`config.mk`:
```
export PLATFORM = sky130hd
export DESIGN_NAME = fmps_supervisor
export DESIGN_NICKNAME = d
export VERILOG_FILES = /design/src/rtl/fmps_pkg.sv /design/src/rtl/fmps_supervisor.sv
export VERILOG_INCLUDE_DIRS = /design/src /design/src/rtl
export SDC_FILE = /design/constraint.sdc
export NUM_CORES = 1
export LEC_CHECK = 0
export ABC_AREA = 1
export ABC_CLOCK_PERIOD_IN_PS = 3100
export BUFFER_PORTS_ARGS = -buffer_cell sky130_fd_sc_hd__buf_2
export CORE_MARGIN = 2
export CORE_UTILIZATION = 38
export DETAILED_ROUTE_END_ITERATION = 8
export SLEW_MARGIN = 20
export SYNTH_ARGS = -nofsm -noshare
export SYNTH_HDL_FRONTEND = slang
export SYNTH_SLANG_ARGS = --single-unit
```
`constraint.sdc`:
```
create_clock -name pclk -period 3.1 [get_ports pclk]
set_input_delay 0.465 -clock pclk [delete_from_list [all_inputs] [get_ports pclk]]
set_output_delay 0.465 -clock pclk [all_outputs]
set_load 0.1 [all_outputs]
```
`src/rtl/fmps_cfg.svh`:
```
`ifndef FMPS_CFG_SVH
`define FMPS_CFG_SVH

// ****************************************
// Register byte offsets
// ****************************************
`define FMPS_OFS_CTRL 12'h000
`define FMPS_OFS_PROT 12'h004
`define FMPS_OFS_STAT 12'h008
`define FMPS_OFS_NVM 12'h00c

// ****************************************
// Field positions
// ****************************************
`define FMPS_CTRL_TACH_PIN_FUNCTION_SELECT_LSB 0
`define FMPS_CTRL_DUTYS_LSB 4
`define FMPS_PROT_MASK_LSB 0
`define FMPS_PROT_RESP_BIT 2
`define FMPS_PROT_ASYNC_BIT 3
`define FMPS_PROT_HOLD_BIT 4

// ****************************************
// Reset values
// ****************************************
`define FMPS_CTRL_RST 32'h0000_00f0
`define FMPS_PROT_RST 32'h0000_0018

// ****************************************
// Times in their own units, clock in MHz
// ****************************************
`define FMPS_CLK_MHZ 100
`define FMPS_TICK_US 1000
`define FMPS_LOCK_DET_MS 300
`define FMPS_OFF_SHORT_MS 3500
`define FMPS_OFF_LONG_MS 14000
`define FMPS_TICK_CYC (`FMPS_TICK_US * `FMPS_CLK_MHZ)
`define FMPS_LOCK_DET_TICKS (`FMPS_LOCK_DET_MS * 1000 / `FMPS_TICK_US)
`define FMPS_OFF_SHORT_TICKS (`FMPS_OFF_SHORT_MS * 1000 / `FMPS_TICK_US)
`define FMPS_OFF_LONG_TICKS (`FMPS_OFF_LONG_MS * 1000 / `FMPS_TICK_US)
`define FMPS_RD_CLEAR_PHASES 4
`define FMPS_LONG_EVENT 5
`define FMPS_NVM_WORDS 4

`endif

```
`src/rtl/fmps_pkg.sv`:
```
package fmps_pkg;

    typedef enum logic [1:0] {
        FMPS_TACH_SPEED,
        FMPS_TACH_LOCK,
        FMPS_TACH_RSV2,
        FMPS_TACH_RSV3
    } fmps_tach_pin_function_select_t;

    typedef struct packed {
        logic high_gate_a;
        logic low_gate_a;
        logic high_gate_b;
        logic low_gate_b;
    } fmps_gates_t;

    typedef struct packed {
        logic over_limit;
        logic over_shutdown;
    } fmps_sense_t;

endpackage

```
`src/rtl/fmps_supervisor.sv`:
```
// The register addresses and the APB interface to the registers were decided locally.
`include "fmps_cfg.svh"
`timescale 1ns/1ns
`default_nettype none

module fmps_supervisor #(
    parameter int unsigned TICK_CYC = `FMPS_TICK_CYC,
    parameter int unsigned DUTY_W = 8,
    parameter logic [7:0] HYST_DUTY = 8'h04
) (
    // Clock and reset
    input wire logic pclk,
    input wire logic presetn,
    // APB slave
    input wire logic psel,
    input wire logic penable,
    input wire logic pwrite,
    input wire logic [11:0] paddr,
    input wire logic [31:0] pwdata,
    output logic [31:0] prdata,
    output logic pready,
    output logic pslverr,
    // Host command side
    input wire logic [DUTY_W-1:0] pwm_duty,
    input wire logic pwm_rise,
    // Motor side
    input wire logic hall_phase_change,
    input wire fmps_pkg::fmps_sense_t current_sense_pin,
    input wire fmps_pkg::fmps_gates_t run_gates,
    input wire fmps_pkg::fmps_gates_t recirc_gates,
    output fmps_pkg::fmps_gates_t gates,
    // Straps
    input wire logic supply_class_high,
    input wire logic polarity_check_disable_pin,
    input wire logic high_gate_a_sense,
    input wire logic high_gate_b_sense,
    input wire logic serial_mode_pin,
    // Tach pin and serial link
    input wire logic speed_pulse,
    input wire logic ser_tx,
    output logic ser_rx,
    input wire logic tach_output_pin_i,
    output logic tach_output_pin_o,
    output logic tach_output_pin_oe,
    input wire logic pwm_pin_i
);

    // ****************************************
    // Nonvolatile image and setting registers
    // ****************************************
    // Store image survives presetn, so it has no reset branch
    logic [31:0] nvm_mem [`FMPS_NVM_WORDS] = '{`FMPS_CTRL_RST,
        `FMPS_PROT_RST, 32'h0000_0000, 32'h0000_0000};
    logic [31:0] ctrl_ff;
    logic [31:0] prot_ff;
    logic reload_ff;

    function automatic logic [11:0] word_ofs(input logic [11:0] a);
        word_ofs = {a[11:2], 2'b00};
    endfunction

    wire logic wr_en = psel && penable && pwrite;
    wire logic [11:0] wofs = word_ofs(paddr);

    always_ff @(posedge pclk)
    begin
        if (wr_en && wofs == `FMPS_OFS_NVM && pwdata[31])
        begin
            nvm_mem[0] <= ctrl_ff;
            nvm_mem[1] <= prot_ff;
        end
    end

    always_ff @(posedge pclk or negedge presetn)
    begin
        if (!presetn)
            reload_ff <= 1'b1;
        else
            reload_ff <= 1'b0;
    end

    always_ff @(posedge pclk or negedge presetn)
    begin
        if (!presetn)
        begin
            ctrl_ff <= `FMPS_CTRL_RST;
            prot_ff <= `FMPS_PROT_RST;
        end
        else if (reload_ff)
        begin
            ctrl_ff <= nvm_mem[0];
            prot_ff <= nvm_mem[1];
        end
        else if (wr_en && wofs == `FMPS_OFS_CTRL)
            ctrl_ff <= pwdata;
        else if (wr_en && wofs == `FMPS_OFS_PROT)
            prot_ff <= pwdata;
    end

    fmps_pkg::fmps_tach_pin_function_select_t tach_pin_function_select;
    logic [3:0] duty_stop_set;
    logic [1:0] blank_sel;
    assign tach_pin_function_select = fmps_pkg::fmps_tach_pin_function_select_t'(
        ctrl_ff[`FMPS_CTRL_TACH_PIN_FUNCTION_SELECT_LSB +: 2]);
    assign duty_stop_set = ctrl_ff[`FMPS_CTRL_DUTYS_LSB +: 4];
    assign blank_sel = prot_ff[`FMPS_PROT_MASK_LSB +: 2];

    // ****************************************
    // Timebase
    // ****************************************
    logic [31:0] tick_cnt_ff;
    logic tick;
    assign tick = (tick_cnt_ff == TICK_CYC - 1);

    always_ff @(posedge pclk or negedge presetn)
    begin
        if (!presetn)
            tick_cnt_ff <= 32'h0000_0000;
        else if (tick)
            tick_cnt_ff <= 32'h0000_0000;
        else
            tick_cnt_ff <= tick_cnt_ff + 32'h0000_0001;
    end

    // ****************************************
    // Stop-duty decision with hysteresis
    // ****************************************
    // Threshold scaled as 5*code/255 of full duty, code 15 gives threshold 75, no code disables it
    logic [DUTY_W-1:0] stop_thr;
    logic stop_ff;
    assign stop_thr = DUTY_W'({duty_stop_set, 2'b00} + {4'h0, duty_stop_set});

    always_ff @(posedge pclk or negedge presetn)
    begin
        if (!presetn)
            stop_ff <= 1'b1;
        else if (pwm_duty <= stop_thr)
            stop_ff <= 1'b1;
        else if (pwm_duty > stop_thr + HYST_DUTY)
            stop_ff <= 1'b0;
    end

    // ****************************************
    // Lock detection and retry sequence
    // ****************************************
    typedef enum logic [1:0] {ST_RUN, ST_OFF, ST_WAIT, ST_LATCH} st_e;
    st_e st_ff;
    logic [15:0] idle_ff;
    logic [15:0] off_ff;
    logic [2:0] events_ff;
    logic [2:0] phases_ff;
    logic lock_ind_ff;
    logic ocp_hit;
    logic ocp_latch_mode;

    assign ocp_latch_mode = !prot_ff[`FMPS_PROT_RESP_BIT];

    function automatic logic [15:0] off_len(input logic [2:0] n);
        off_len = (n >= 3'(`FMPS_LONG_EVENT)) ?
            16'(`FMPS_OFF_LONG_TICKS) : 16'(`FMPS_OFF_SHORT_TICKS);
    endfunction

    always_ff @(posedge pclk or negedge presetn)
    begin
        if (!presetn)
            idle_ff <= 16'h0000;
        else if (st_ff != ST_RUN || speed_pulse || stop_ff)
            idle_ff <= 16'h0000;
        else if (tick && idle_ff <= 16'(`FMPS_LOCK_DET_TICKS))
            idle_ff <= idle_ff + 16'h0001;
    end

    always_ff @(posedge pclk or negedge presetn)
    begin
        if (!presetn)
        begin
            st_ff <= ST_RUN;
            off_ff <= 16'h0000;
            events_ff <= 3'h0;
        end
        else
        begin
            case (st_ff)
                ST_RUN:
                begin
                    if (ocp_hit && ocp_latch_mode)
                        st_ff <= ST_LATCH;
                    else if (ocp_hit ||
                        idle_ff > 16'(`FMPS_LOCK_DET_TICKS))
                    begin
                        st_ff <= ST_OFF;
                        if (events_ff < 3'(`FMPS_LONG_EVENT))
                            events_ff <= events_ff + 3'h1;
                        off_ff <= off_len(events_ff + 3'h1);
                    end
                end
                ST_OFF:
                begin
                    if (stop_ff && off_ff != 16'h0000)
                    begin
                        events_ff <= 3'h0;
                        st_ff <= ST_WAIT;
                    end
                    else if (off_ff == 16'h0000)
                    begin
                        if (!stop_ff)
                            st_ff <= ST_RUN;
                    end
                    else if (tick)
                        off_ff <= off_ff - 16'h0001;
                end
                ST_WAIT:
                begin
                    // At the next PWM rise with stop clear, off time is reloaded to the short length and counted down again before restart
                    if (pwm_rise && !stop_ff)
                    begin
                        st_ff <= ST_OFF;
                        if (events_ff == 3'h0)
                        begin
                            events_ff <= 3'h1;
                            off_ff <= off_len(3'h1);
                        end
                    end
                end
                ST_LATCH:
                    st_ff <= ST_LATCH;
                default:
                    st_ff <= ST_RUN;
            endcase
        end
    end

    always_ff @(posedge pclk or negedge presetn)
    begin
        if (!presetn)
        begin
            lock_ind_ff <= 1'b0;
            phases_ff <= 3'h0;
        end
        else if (st_ff == ST_OFF || st_ff == ST_LATCH)
        begin
            lock_ind_ff <= 1'b1;
            phases_ff <= 3'h0;
        end
        else if (lock_ind_ff && hall_phase_change)
        begin
            if (phases_ff == 3'(`FMPS_RD_CLEAR_PHASES - 1))
                lock_ind_ff <= 1'b0;
            phases_ff <= phases_ff + 3'h1;
        end
    end

    // ****************************************
    // Current limit, blanking and overcurrent
    // ****************************************
    logic [5:0] blank_ff;
    logic [7:0] hold_ff;
    logic climit_act;
    logic sense_ok;
    assign sense_ok = (blank_ff == 6'h00);
    assign ocp_hit = sense_ok && current_sense_pin.over_shutdown && climit_act;

    always_ff @(posedge pclk or negedge presetn)
    begin
        if (!presetn)
            blank_ff <= 6'h00;
        else if (hall_phase_change)
            blank_ff <= {blank_sel, 4'hf};
        else if (blank_ff != 6'h00)
            blank_ff <= blank_ff - 6'h01;
    end

    always_ff @(posedge pclk or negedge presetn)
    begin
        if (!presetn)
            hold_ff <= 8'h00;
        else if (sense_ok && current_sense_pin.over_limit)
            hold_ff <= prot_ff[`FMPS_PROT_HOLD_BIT] ? 8'hff : 8'h3f;
        else if (hold_ff != 8'h00)
            hold_ff <= hold_ff - 8'h01;
    end

    assign climit_act = (hold_ff != 8'h00) || current_sense_pin.over_limit;

    // ****************************************
    // Gate polarity check at power-up
    // ****************************************
    logic gpc_done_ff;
    logic gpc_err_ff;

    always_ff @(posedge pclk or negedge presetn)
    begin
        if (!presetn)
        begin
            gpc_done_ff <= 1'b0;
            gpc_err_ff <= 1'b0;
        end
        else if (!gpc_done_ff)
        begin
            gpc_done_ff <= 1'b1;
            gpc_err_ff <= !polarity_check_disable_pin &&
                ((high_gate_a_sense == supply_class_high) ||
                 (high_gate_b_sense == supply_class_high));
        end
    end

    // ****************************************
    // Gate outputs
    // ****************************************
    fmps_pkg::fmps_gates_t nxt_gates;
    fmps_pkg::fmps_gates_t gates_ff;
    fmps_pkg::fmps_gates_t off_pat;
    assign off_pat = supply_class_high ? 4'b0000 : 4'b1010;

    always_comb
    begin
        nxt_gates = run_gates;
        if (st_ff != ST_RUN || stop_ff)
            nxt_gates = off_pat;
        else if (climit_act)
        begin
            nxt_gates = recirc_gates;
            if (prot_ff[`FMPS_PROT_ASYNC_BIT])
            begin
                nxt_gates.low_gate_a = 1'b0;
                nxt_gates.low_gate_b = 1'b0;
            end
        end
        if (gpc_err_ff || !gpc_done_ff)
        begin
            nxt_gates.low_gate_a = 1'b0;
            nxt_gates.low_gate_b = 1'b0;
        end
    end

    always_ff @(posedge pclk or negedge presetn)
    begin
        if (!presetn)
            gates_ff <= 4'b0000;
        else
            gates_ff <= nxt_gates;
    end
    assign gates = gates_ff;

    // ****************************************
    // Tach pin and serial mode
    // ****************************************
    logic tach_lvl;
    assign tach_lvl = (tach_pin_function_select == fmps_pkg::FMPS_TACH_LOCK) ?
        lock_ind_ff : speed_pulse;
    // Open drain: only ever pull the line low
    assign tach_output_pin_o = 1'b0;
    assign tach_output_pin_oe = serial_mode_pin ? !(tach_lvl && ser_tx) :
        !(tach_lvl && ser_tx);
    assign ser_rx = serial_mode_pin ? pwm_pin_i : tach_output_pin_i;

    // ****************************************
    // APB read path
    // ****************************************
    logic [31:0] nxt_prdata;
    always_comb
    begin
        nxt_prdata = 32'h0000_0000;
        case (wofs)
            `FMPS_OFS_CTRL: nxt_prdata = ctrl_ff;
            `FMPS_OFS_PROT: nxt_prdata = prot_ff;
            `FMPS_OFS_STAT: nxt_prdata = {24'h0, events_ff, gpc_err_ff,
                lock_ind_ff, climit_act, 2'(st_ff)};
            `FMPS_OFS_NVM: nxt_prdata = nvm_mem[0];
            default: nxt_prdata = 32'h0000_0000;
        endcase
    end

    always_ff @(posedge pclk or negedge presetn)
    begin
        if (!presetn)
            prdata <= 32'h0000_0000;
        else if (psel && !penable && !pwrite)
            prdata <= nxt_prdata;
    end

    assign pready = 1'b1;
    assign pslverr = psel && penable && (paddr[11:4] != 8'h00);

endmodule // fmps_supervisor

`default_nettype wire

```
* Word level (Yosys, flattened, before mapping)
Memory sizes are Yosys's and may differ from the RTL's.
Index checks and enable logic that the tools add are counted.
** Cells by class
- Add/sub/neg operators :: 9
- Order comparisons :: 6
- Reduce and logical (&&, ||, !) cells :: 58
- Mux-type cells :: 55
- Equal/unequal tests :: 24
** Operators by type and width (number)
- two-way mux 32 bit :: 6
- two-way mux 16 bit :: 9
- case mux 32 bit (4 select lines) :: 1
- case mux 16 bit (3 select lines) :: 1
- adder 32 x 1 -> 32 bit (second input constant) :: 1
- equality test 32 x 17 -> 1 bit (second input constant) :: 1
- two-way mux 3 bit :: 8
- two-way mux 8 bit :: 3
- equality test 10 x 2 -> 1 bit (second input constant) :: 2
- inequality test 2 bit (second input constant) :: 10
- logical AND 1 bit :: 19
- nonzero test 2 bit :: 9
- adder 16 x 1 -> 16 bit (second input constant) :: 1
- > comparator 16 x 9 -> 1 bit (second input constant) :: 1
- <= comparator 16 x 9 -> 1 bit (second input constant) :: 1
- logical NOT 16 bit :: 1
- nonzero test 16 bit :: 1
- nonzero test 8 bit :: 2
- subtractor 16 x 1 -> 16 bit (second input constant) :: 1
- two-way mux 14 bit :: 1
- two-way mux 1 bit :: 13
- logical NOT 12 bit :: 1
- two-way mux 2 bit :: 6
- two-way mux 4 bit :: 3
- other kinds (29) :: 50
** Storage, ports and cells
- Memory bits (writable) :: 128
- Memories :: 1
- Flip-flop bits (word level) :: 191
- Word-level logic and storage cells :: 173
- Bits of input ports :: 78
** Memories
- nvm_mem :: words 4, width 32, read ports 2, clocked after Yosys merged registers in 0, wr ports 2, line fmps_supervisor.sv:52 : logic [31:0] nvm_mem [`FMPS_NVM_WORDS] = '{`FMPS_CTRL_RST,

* Depth between registers and ports, before layout
Gate-level depths: netlist of run 1.
- Depth in word-level cells :: 7
- Depth in mapped cells :: 14

* Least setup slack after synthesis of run 1
Ideal clock, no wire load.
- Kind :: input to register
- From :: in paddr[5]
- To :: mem nvm_mem[0][0] (enable)
- Path slack :: -135 ps
- Setup time :: 429 ps
- Required time :: 2671 ps
- Cell stages on the path :: 5
- Arrival :: 2806 ps
- Cell sequence :: nor2_2 > nand4_2 > nor2_2 > buf_2 > and3_1
** RTL lines
- start: declaration :: line fmps_supervisor.sv:18 : input wire logic [11:0] paddr,
- end: declaration :: line fmps_supervisor.sv:52

* Final worst setup path of run 1
- From :: reg ctrl_ff[4]
- To :: reg stop_ff
** On the way
- Cells in the longest elaborated chain, start to end :: 4
- Elaborated cells between the ends (all ways) :: 6
- Those cells by class :: 2 x add/sub; 2 x order compare; 1 x mux; 1 x reduce/logical
** Ends and longest elaborated chain
- start: declaration :: line fmps_supervisor.sv:54 : logic [31:0] ctrl_ff;
- start signal: assignment :: line fmps_supervisor.sv:86 : ctrl_ff <= `FMPS_CTRL_RST;
- start signal: assignment :: line fmps_supervisor.sv:91 : ctrl_ff <= nvm_mem[0];
- start signal: assignment :: line fmps_supervisor.sv:95 : ctrl_ff <= pwdata;
- adder 6 x 4 -> 7 bit * :: line fmps_supervisor.sv:131 : assign stop_thr = DUTY_W'({duty_stop_set, 2'b00} + {4'h0, duty_stop_set});
- adder 7 x 3 -> 8 bit :: line fmps_supervisor.sv:139 : else if (pwm_duty > stop_thr + HYST_DUTY)
- > comparator 8 bit :: line fmps_supervisor.sv:139
- nonzero test 2 bit (no source line)
- end signal: assignment :: line fmps_supervisor.sv:136 : stop_ff <= 1'b1;
- end signal: assignment :: line fmps_supervisor.sv:138 : stop_ff <= 1'b1;
- end signal: assignment :: line fmps_supervisor.sv:140 : stop_ff <= 1'b0;
- end: declaration :: line fmps_supervisor.sv:130 : logic stop_ff;
Mark *: on every way between the ends. The rest lies on a longest branch, timed or not.
A chain may end at the register's enable or synchronous reset.

==> results of run 1 <==
## placed cells by master, fill, tap and decap left out, drive strengths merged, types with 2 or more instances in the layout
cell type	instances
o21ai	62
and3	3
dfrtp	183
ha	31
a22o	24
o211ai	32
and2	2
buf	135
o22ai	3
edfxtp	64
xor2	31
xnor2	12
o31ai	7
o221ai	8
conb	5
dfstp	8
a21oi	34
clkbuf	44
nor4	3
nand4	10
a211oi	2
nor3	25
clkinv	7
nand2	410
nand3	133
nor3b	4
a31oi	19
inv	151
bufinv	2
nor2	146
a21o	2
## power by group through the flow
stage                     Sequential, mW  Clock [mW]  Combinational [mW]
after floorplan                     4.09           0                1.54
after global placement              4.07           0                2.05
after detailed placement            4.08           0                2.09
after CTS                           4.02        3.41                2.10
after global routing                4.07        3.55                2.41
final                               4.02        3.33                2.09
## critical path, stage by stage, from the launching register on
cell,delay [ns]
dfstp_2,0.40
ha_1,0.23
fa_1,0.41
xnor2_1,0.35
nor3_1,0.10
xnor2_1,0.19
ha_1,0.26
a21oi_1,0.13
nor2_1,0.05
a211oi_1,0.19
a21oi_1,0.11
o21ai_0,0.15
## what timing repair did
action | CTS | global route
hold buffers | 1 | 0
endpoints found under the setup margin | 0 | 0
endpoints found under the hold margin | 49 | 0
## area by class of cell
| cell class | count | area [um2] |
|---|---|---|
| clock buffers | 43 | 797 |
| clock inverters | 9 | 121 |
| fillers | 3287 | 18500 |
| inverters | 152 | 571 |
| multi-input cells | 1015 | 5240 |
| flip-flops and latches | 255 | 6710 |
| well taps | 448 | 561 |
| repair buffers | 137 | 767 |
## kinds of logic (layout without fill, tap and decap cells)
logic type,count (synthesis),count (layout),share of synthesized area (%)
XOR/XNOR,43,43,2.96
buffers and inverters,200,341,6.30
AO/OA/AOI/OAI,196,196,9.95
multiplexers,1,1,0.0884
other,2,5,0.0589
adder cells (fa/ha/maj),32,32,3.20
flip-flops,255,255,52.7
AND/OR/NAND/NOR,738,738,24.8
## metal layers
metal  track usage (%)  vias up
li1                  -     5107
met1              26.1     5002
met2              31.0      272
met3              2.40       35
met4              4.46        0
met5                 0        -
## sequential cells by signal (all words and copies together), names as in the netlist, 3 cells and up
name and flops:
prdata 32, off_ff 16, prot_ff 32, blank_ff 6, tick_cnt_ff 32, events_ff 3, hold_ff 8, ctrl_ff 32
nvm_mem 64, phases_ff 3, gates 4, idle_ff 16
## worst paths after layout
| check | start | to | slack, ns | depth (start not counted) |
|---|---|---|---|---|
| min in group asynchronous | presetn | prdata[27] | 0.49 | 2 |
| max in group asynchronous | presetn | ctrl_ff[7] | 1.74 | 3 |
| hold reg to reg | prot_ff[1] | nvm_mem[0][33] | 0.45 | 0 |
| setup / recovery | ctrl_ff[4] | stop_ff | 0.38 | 11 |
| setup reg to reg | ctrl_ff[4] | stop_ff | 0.38 | 11 |
| hold / removal | pwdata[6] | ctrl_ff[6] | 0.17 | 3 |
## metrics by stage
| step | setup slack (ns) | power [mW] |
|---|---|---|
| after floorplan | 0.574 | 5.63 |
| after global placement | 0.460 | 6.12 |
| after detailed placement | 0.447 | 6.16 |
| after CTS | 0.389 | 9.53 |
| after global routing | 0.176 | 10.0 |
| final | 0.383 | 9.44 |
==> results_dict.tcl, run 1 <==
set metrics [dict create \
    status "completed" \
    synthDistinctLibCells 54 \
    hold_class "in -> reg" \
    postRouteAntennaNets 0 \
    fp.dieW_um 187 \
    arrival_ns 3.18 \
    worst-setup-path-type "reg -> reg" \
    hold_viol_final 0 \
    ys.flop_type "dfrtp_1" \
    fin_setup_tns_ns 0 \
    antenna_found_initial 0 \
    cp_max_fo 5 \
    yosysTopAreaCell "dfrtp_1" \
    synthCells 1467 \
    clock_sinks 255 \
    placed_cell_area_mm2 0.0138 \
    synthTopCellsByArea "dfrtp_1 (36%), edfxtp_1 (15%), nand2_1 (12%)" \
    clk_pin_slew_worst_paths_ns 0.06 \
    p_clk_share_pct 35.3 \
    max_freq_mhz 368 \
    synth-seq-cells 255 \
    syn-cell-area_mm2 0.0127 \
    p_int_mw 6.36 \
    worstPathRequired_ns 3.56 \
    finish.instance_area_mm2 0.0148 \
    drtIter0Drc 725 \
    fin_util_pct 44.4 \
    ios 119 \
    seq_area_frac_synth_pct 52.7 \
    skew_ns 0.0592 \
    post-route-period-util_pct 87.6 \
    cts_root_buffer "clkbuf_16" \
    startpoint_type "register" \
    yosysWarningCount 0 \
    clk_path_buf_depth 3 \
    drt_wl_total_um 32500 \
    htreeDepth 1 \
    wl_met3_um 1590 \
    rsz0062_at_grt "no" \
    routed.top_layer "met4" \
    worstMarginPinSlew_ns 0.761 \
    met2_length_um 15300 \
    start_util_pct 38.3 \
    rows 67 \
    pwr-share-comb_pct 22.1 \
    synth.most_common_cell "nand2_1" \
    stdcell_count 2059 \
    finalSetupViolations 0 \
    holdWs_ns 0.167 \
    power_frac_seq_pct 42.6 \
    hpwlAfterDp_um 21900 \
    clk_latency_ns 0.59 \
    yosysTopAreaCellShare_pct 35.9 \
    wl_met1_um 15000 \
    end_kind "register" \
    net-switching-power_mw 3.08 \
    grt_max_degree 75 \
    port-buffer-count 114 \
    num-nets-final 1699 \
    cts_tree "yes" \
    drv_cap 0 \
    syn_avg_cell_area_um2 8.68 \
    synth_edf_count 64 \
    power_density_mw_per_mm2 639 \
    syn_to_final_growth_pct 15.9 \
    wire_per_inst_um 15.8 \
    peakVddDrop_mv 0.452 \
    core_region_area_mm2 0.0333 \
    grt_pass1_wl_um 53700 \
    cts.repair.resized 0 \
    drv_slew 0 \
    design.die.area_mm2 0.0350 \
    synthTopCellsByCount "nand2_1 (404), dfrtp_1 (183), inv_1 (147)" \
    drc_errors 0 \
    async_flop_share_pct 74.9 \
    vias 10416 \
    diodes 0 \
    place_inst 2006 \
    cts_setup_buffers 0 \
    vias_per_cell 5.06 \
    slew_headroom_pct 48.9 \
    power_leakage_nw 6.92 \
    cts_buffers 28 \
    die_h_um 187 \
    place.gp.congestion 0.879 \
    sw_frac_of_total_pct 32.6 \
    post_route_cells_drive_above_1_share_pct 13.6 \
    min_period_ns 2.72 \
    grt_pass1_vias 10427 \
    grt_util_all_layers_pct 18.7 \
    dr.pass1.iters 5 \
    grt-ovfl-total 0 \
]
No activity file was read; power rests on OpenSTA's default activity.
==> inputs of run 2 (changes only) <==
- CORE_UTILIZATION: 38 -> 45
==> results_dict.tcl, run 2 (same netlist as run 1, synthesis figures left out) <==
set metrics [dict create \
    status "completed" \
    clk_pin_slew_worst_paths_ns 0.06 \
    startpoint_type "register" \
    vias_per_cell 5.18 \
    hold_class "in -> reg" \
    fp.dieW_um 172 \
    grt_max_degree 77 \
    power_density_mw_per_mm2 646 \
    min_path_cells 3 \
    drv_slew 0 \
    skew_ns 0.0128 \
    cts_root_buffer "clkbuf_16" \
    wire_per_inst_um 16.0 \
    rrSetupSlack_ns 0.39 \
    postRouteAntennaNets 0 \
    final_common_cell "nand2_1" \
    rsz0062_at_grt "no" \
    end_kind "register" \
    placed_cell_area_mm2 0.0138 \
    slew_headroom_pct 48.1 \
    clk_latency_ns 0.54 \
    ios 119 \
    whs_endpoint "gates[0]" \
    sw_frac_of_total_pct 32.3 \
    hpwlAfterDp_um 21100 \
    fin_util_pct 52.8 \
    slowest_delay_ns 0.40 \
    drt_wl_total_um 31800 \
    worst-setup-path-type "reg -> reg" \
    min_period_ns 2.71 \
    port-buffer-count 114 \
    timing.rr.start "ctrl_ff[4]" \
    drc_errors 0 \
    start_util_pct 45.7 \
    clk_path_buf_depth 3 \
    worstPathRequired_ns 3.56 \
    htreeDepth 1 \
    critical_path.cell_chain "ha_1 > fa_1 > xnor2_1 > nor3_1 > xnor2_1 > ha_1 > a21oi_1 > nor2_1 > a211oi_1 > a21oi_1 > o21ai_0" \
    cp-startpoint "ctrl_ff[4]" \
    hold_viol_final 0 \
    drv_cap 0 \
    layout_common_cells "nand2_1 (404), dfrtp_1 (183), inv_1 (147), nor2_1 (135), nand3_1 (132)" \
    clock_sinks 255 \
    p_clk_share_pct 35.7 \
    post_route_cells_drive_above_1_share_pct 13.8 \
    diodes 0 \
    post-route-period-util_pct 87.4 \
    max_freq_mhz 369 \
    p_int_mw 6.44 \
    arrival_ns 3.17 \
    finish.instance_area_mm2 0.0147 \
    rr_worst_depth 11 \
    holdWs_ns 0.171 \
    place.gp.congestion 0.892 \
    die_h_um 172 \
    cts_buffers 29 \
    dr.pass1.iters 5 \
    drtIter0Drc 750 \
    num-nets-final 1700 \
    r2r_end "stop_ff" \
    cp_max_fo 5 \
    hold_path.startpoint "run_gates[0]" \
    antenna_found_initial 0 \
    net-switching-power_mw 3.07 \
    fin_setup_tns_ns 0 \
    grt-ovfl-total 0 \
    power_frac_seq_pct 42.4 \
    regMostFlops "nvm_mem" \
    cts_tree "yes" \
    power_leakage_nw 6.95 \
    pwr-share-comb_pct 21.9 \
    grt_util_all_layers_pct 22.1 \
    grt_pass1_vias 10159 \
    finalSetupViolations 0 \
    peakVddDrop_mv 0.426 \
    vias 10310 \
    grt_pass1_wl_um 52300 \
    largest_reg_flops 64 \
    design.die.area_mm2 0.0297 \
    slowest_stage "dfstp_2" \
    syn_to_final_growth_pct 15.5 \
    worstMarginPinSlew_ns 0.777 \
    rows 61 \
    core_region_area_mm2 0.0279 \
]
## run 2: repair_timing
item                                   CTS  global route
hold buffers                             1             0
endpoints found under the hold margin   66             0
buffers inserted                         0             0
gates resized for setup                  0             0
## run 2: per-layer routing
layer	track usage (%)	part of all wire, %	up-vias
met4	5.88	2.5	0
met1	31.6	48	4923
met5	0	0	-
met2	35.9	46	243
li1	-	-	5092
met3	2.66	4.5	52
## run 2: worst max path at each step
stage | slack [ns] | cells after the start | end
detailed placement | 0.39 | 11 | stop_ff
global placement | 0.47 | 11 | stop_ff
floorplan | 0.57 | 5 | nvm_mem[0][0]
CTS | 0.37 | 11 | stop_ff
global route | 0.24 | 11 | stop_ff
finish | 0.39 | 11 | stop_ff
## run 2: power by group through the flow
stage / combinational [mW] / sequential (mW) / clock [mW]
finish: 2.08 / 4.03 / 3.39
global route: 2.41 / 4.07 / 3.59
CTS: 2.10 / 4.03 / 3.48
detailed placement: 2.08 / 4.08 / 0
global placement: 2.04 / 4.08 / 0
floorplan: 1.54 / 4.09 / 0
## run 2: final cells by class
cell class,instances,area (um2)
Multi-Input combinational cell,1015,5240
Clock buffer,37,786
Tap cell,378,473
Inverter,152,571
Sequential cell,255,6710
Timing Repair Buffer,137,779
Fill cell,2610,13100
Clock inverter,16,150
## run 2: worst max-delay path: cells and delay by family (launching register included)
| family | cells | cell delay (ns) |
|---|---|---|
| AOI/OAI and AO/OA | 4 | 0.60 |
| xor gates and xnor gates | 2 | 0.54 |
| adders and majority gates | 3 | 0.92 |
| and+or+nand+nor | 2 | 0.17 |
| DFF | 1 | 0.40 |
## run 2: per-stage QoR
step	setup WS [ns]	total power, mW	instances
4_1_cts	0.370	9.60	1990
6_report	0.389	9.50	1990
5_1_grt	0.237	10.1	1990
3_5_place_dp	0.389	6.17	1936
3_3_place_gp	0.468	6.12	1936
2_1_floorplan	0.574	5.63	1470
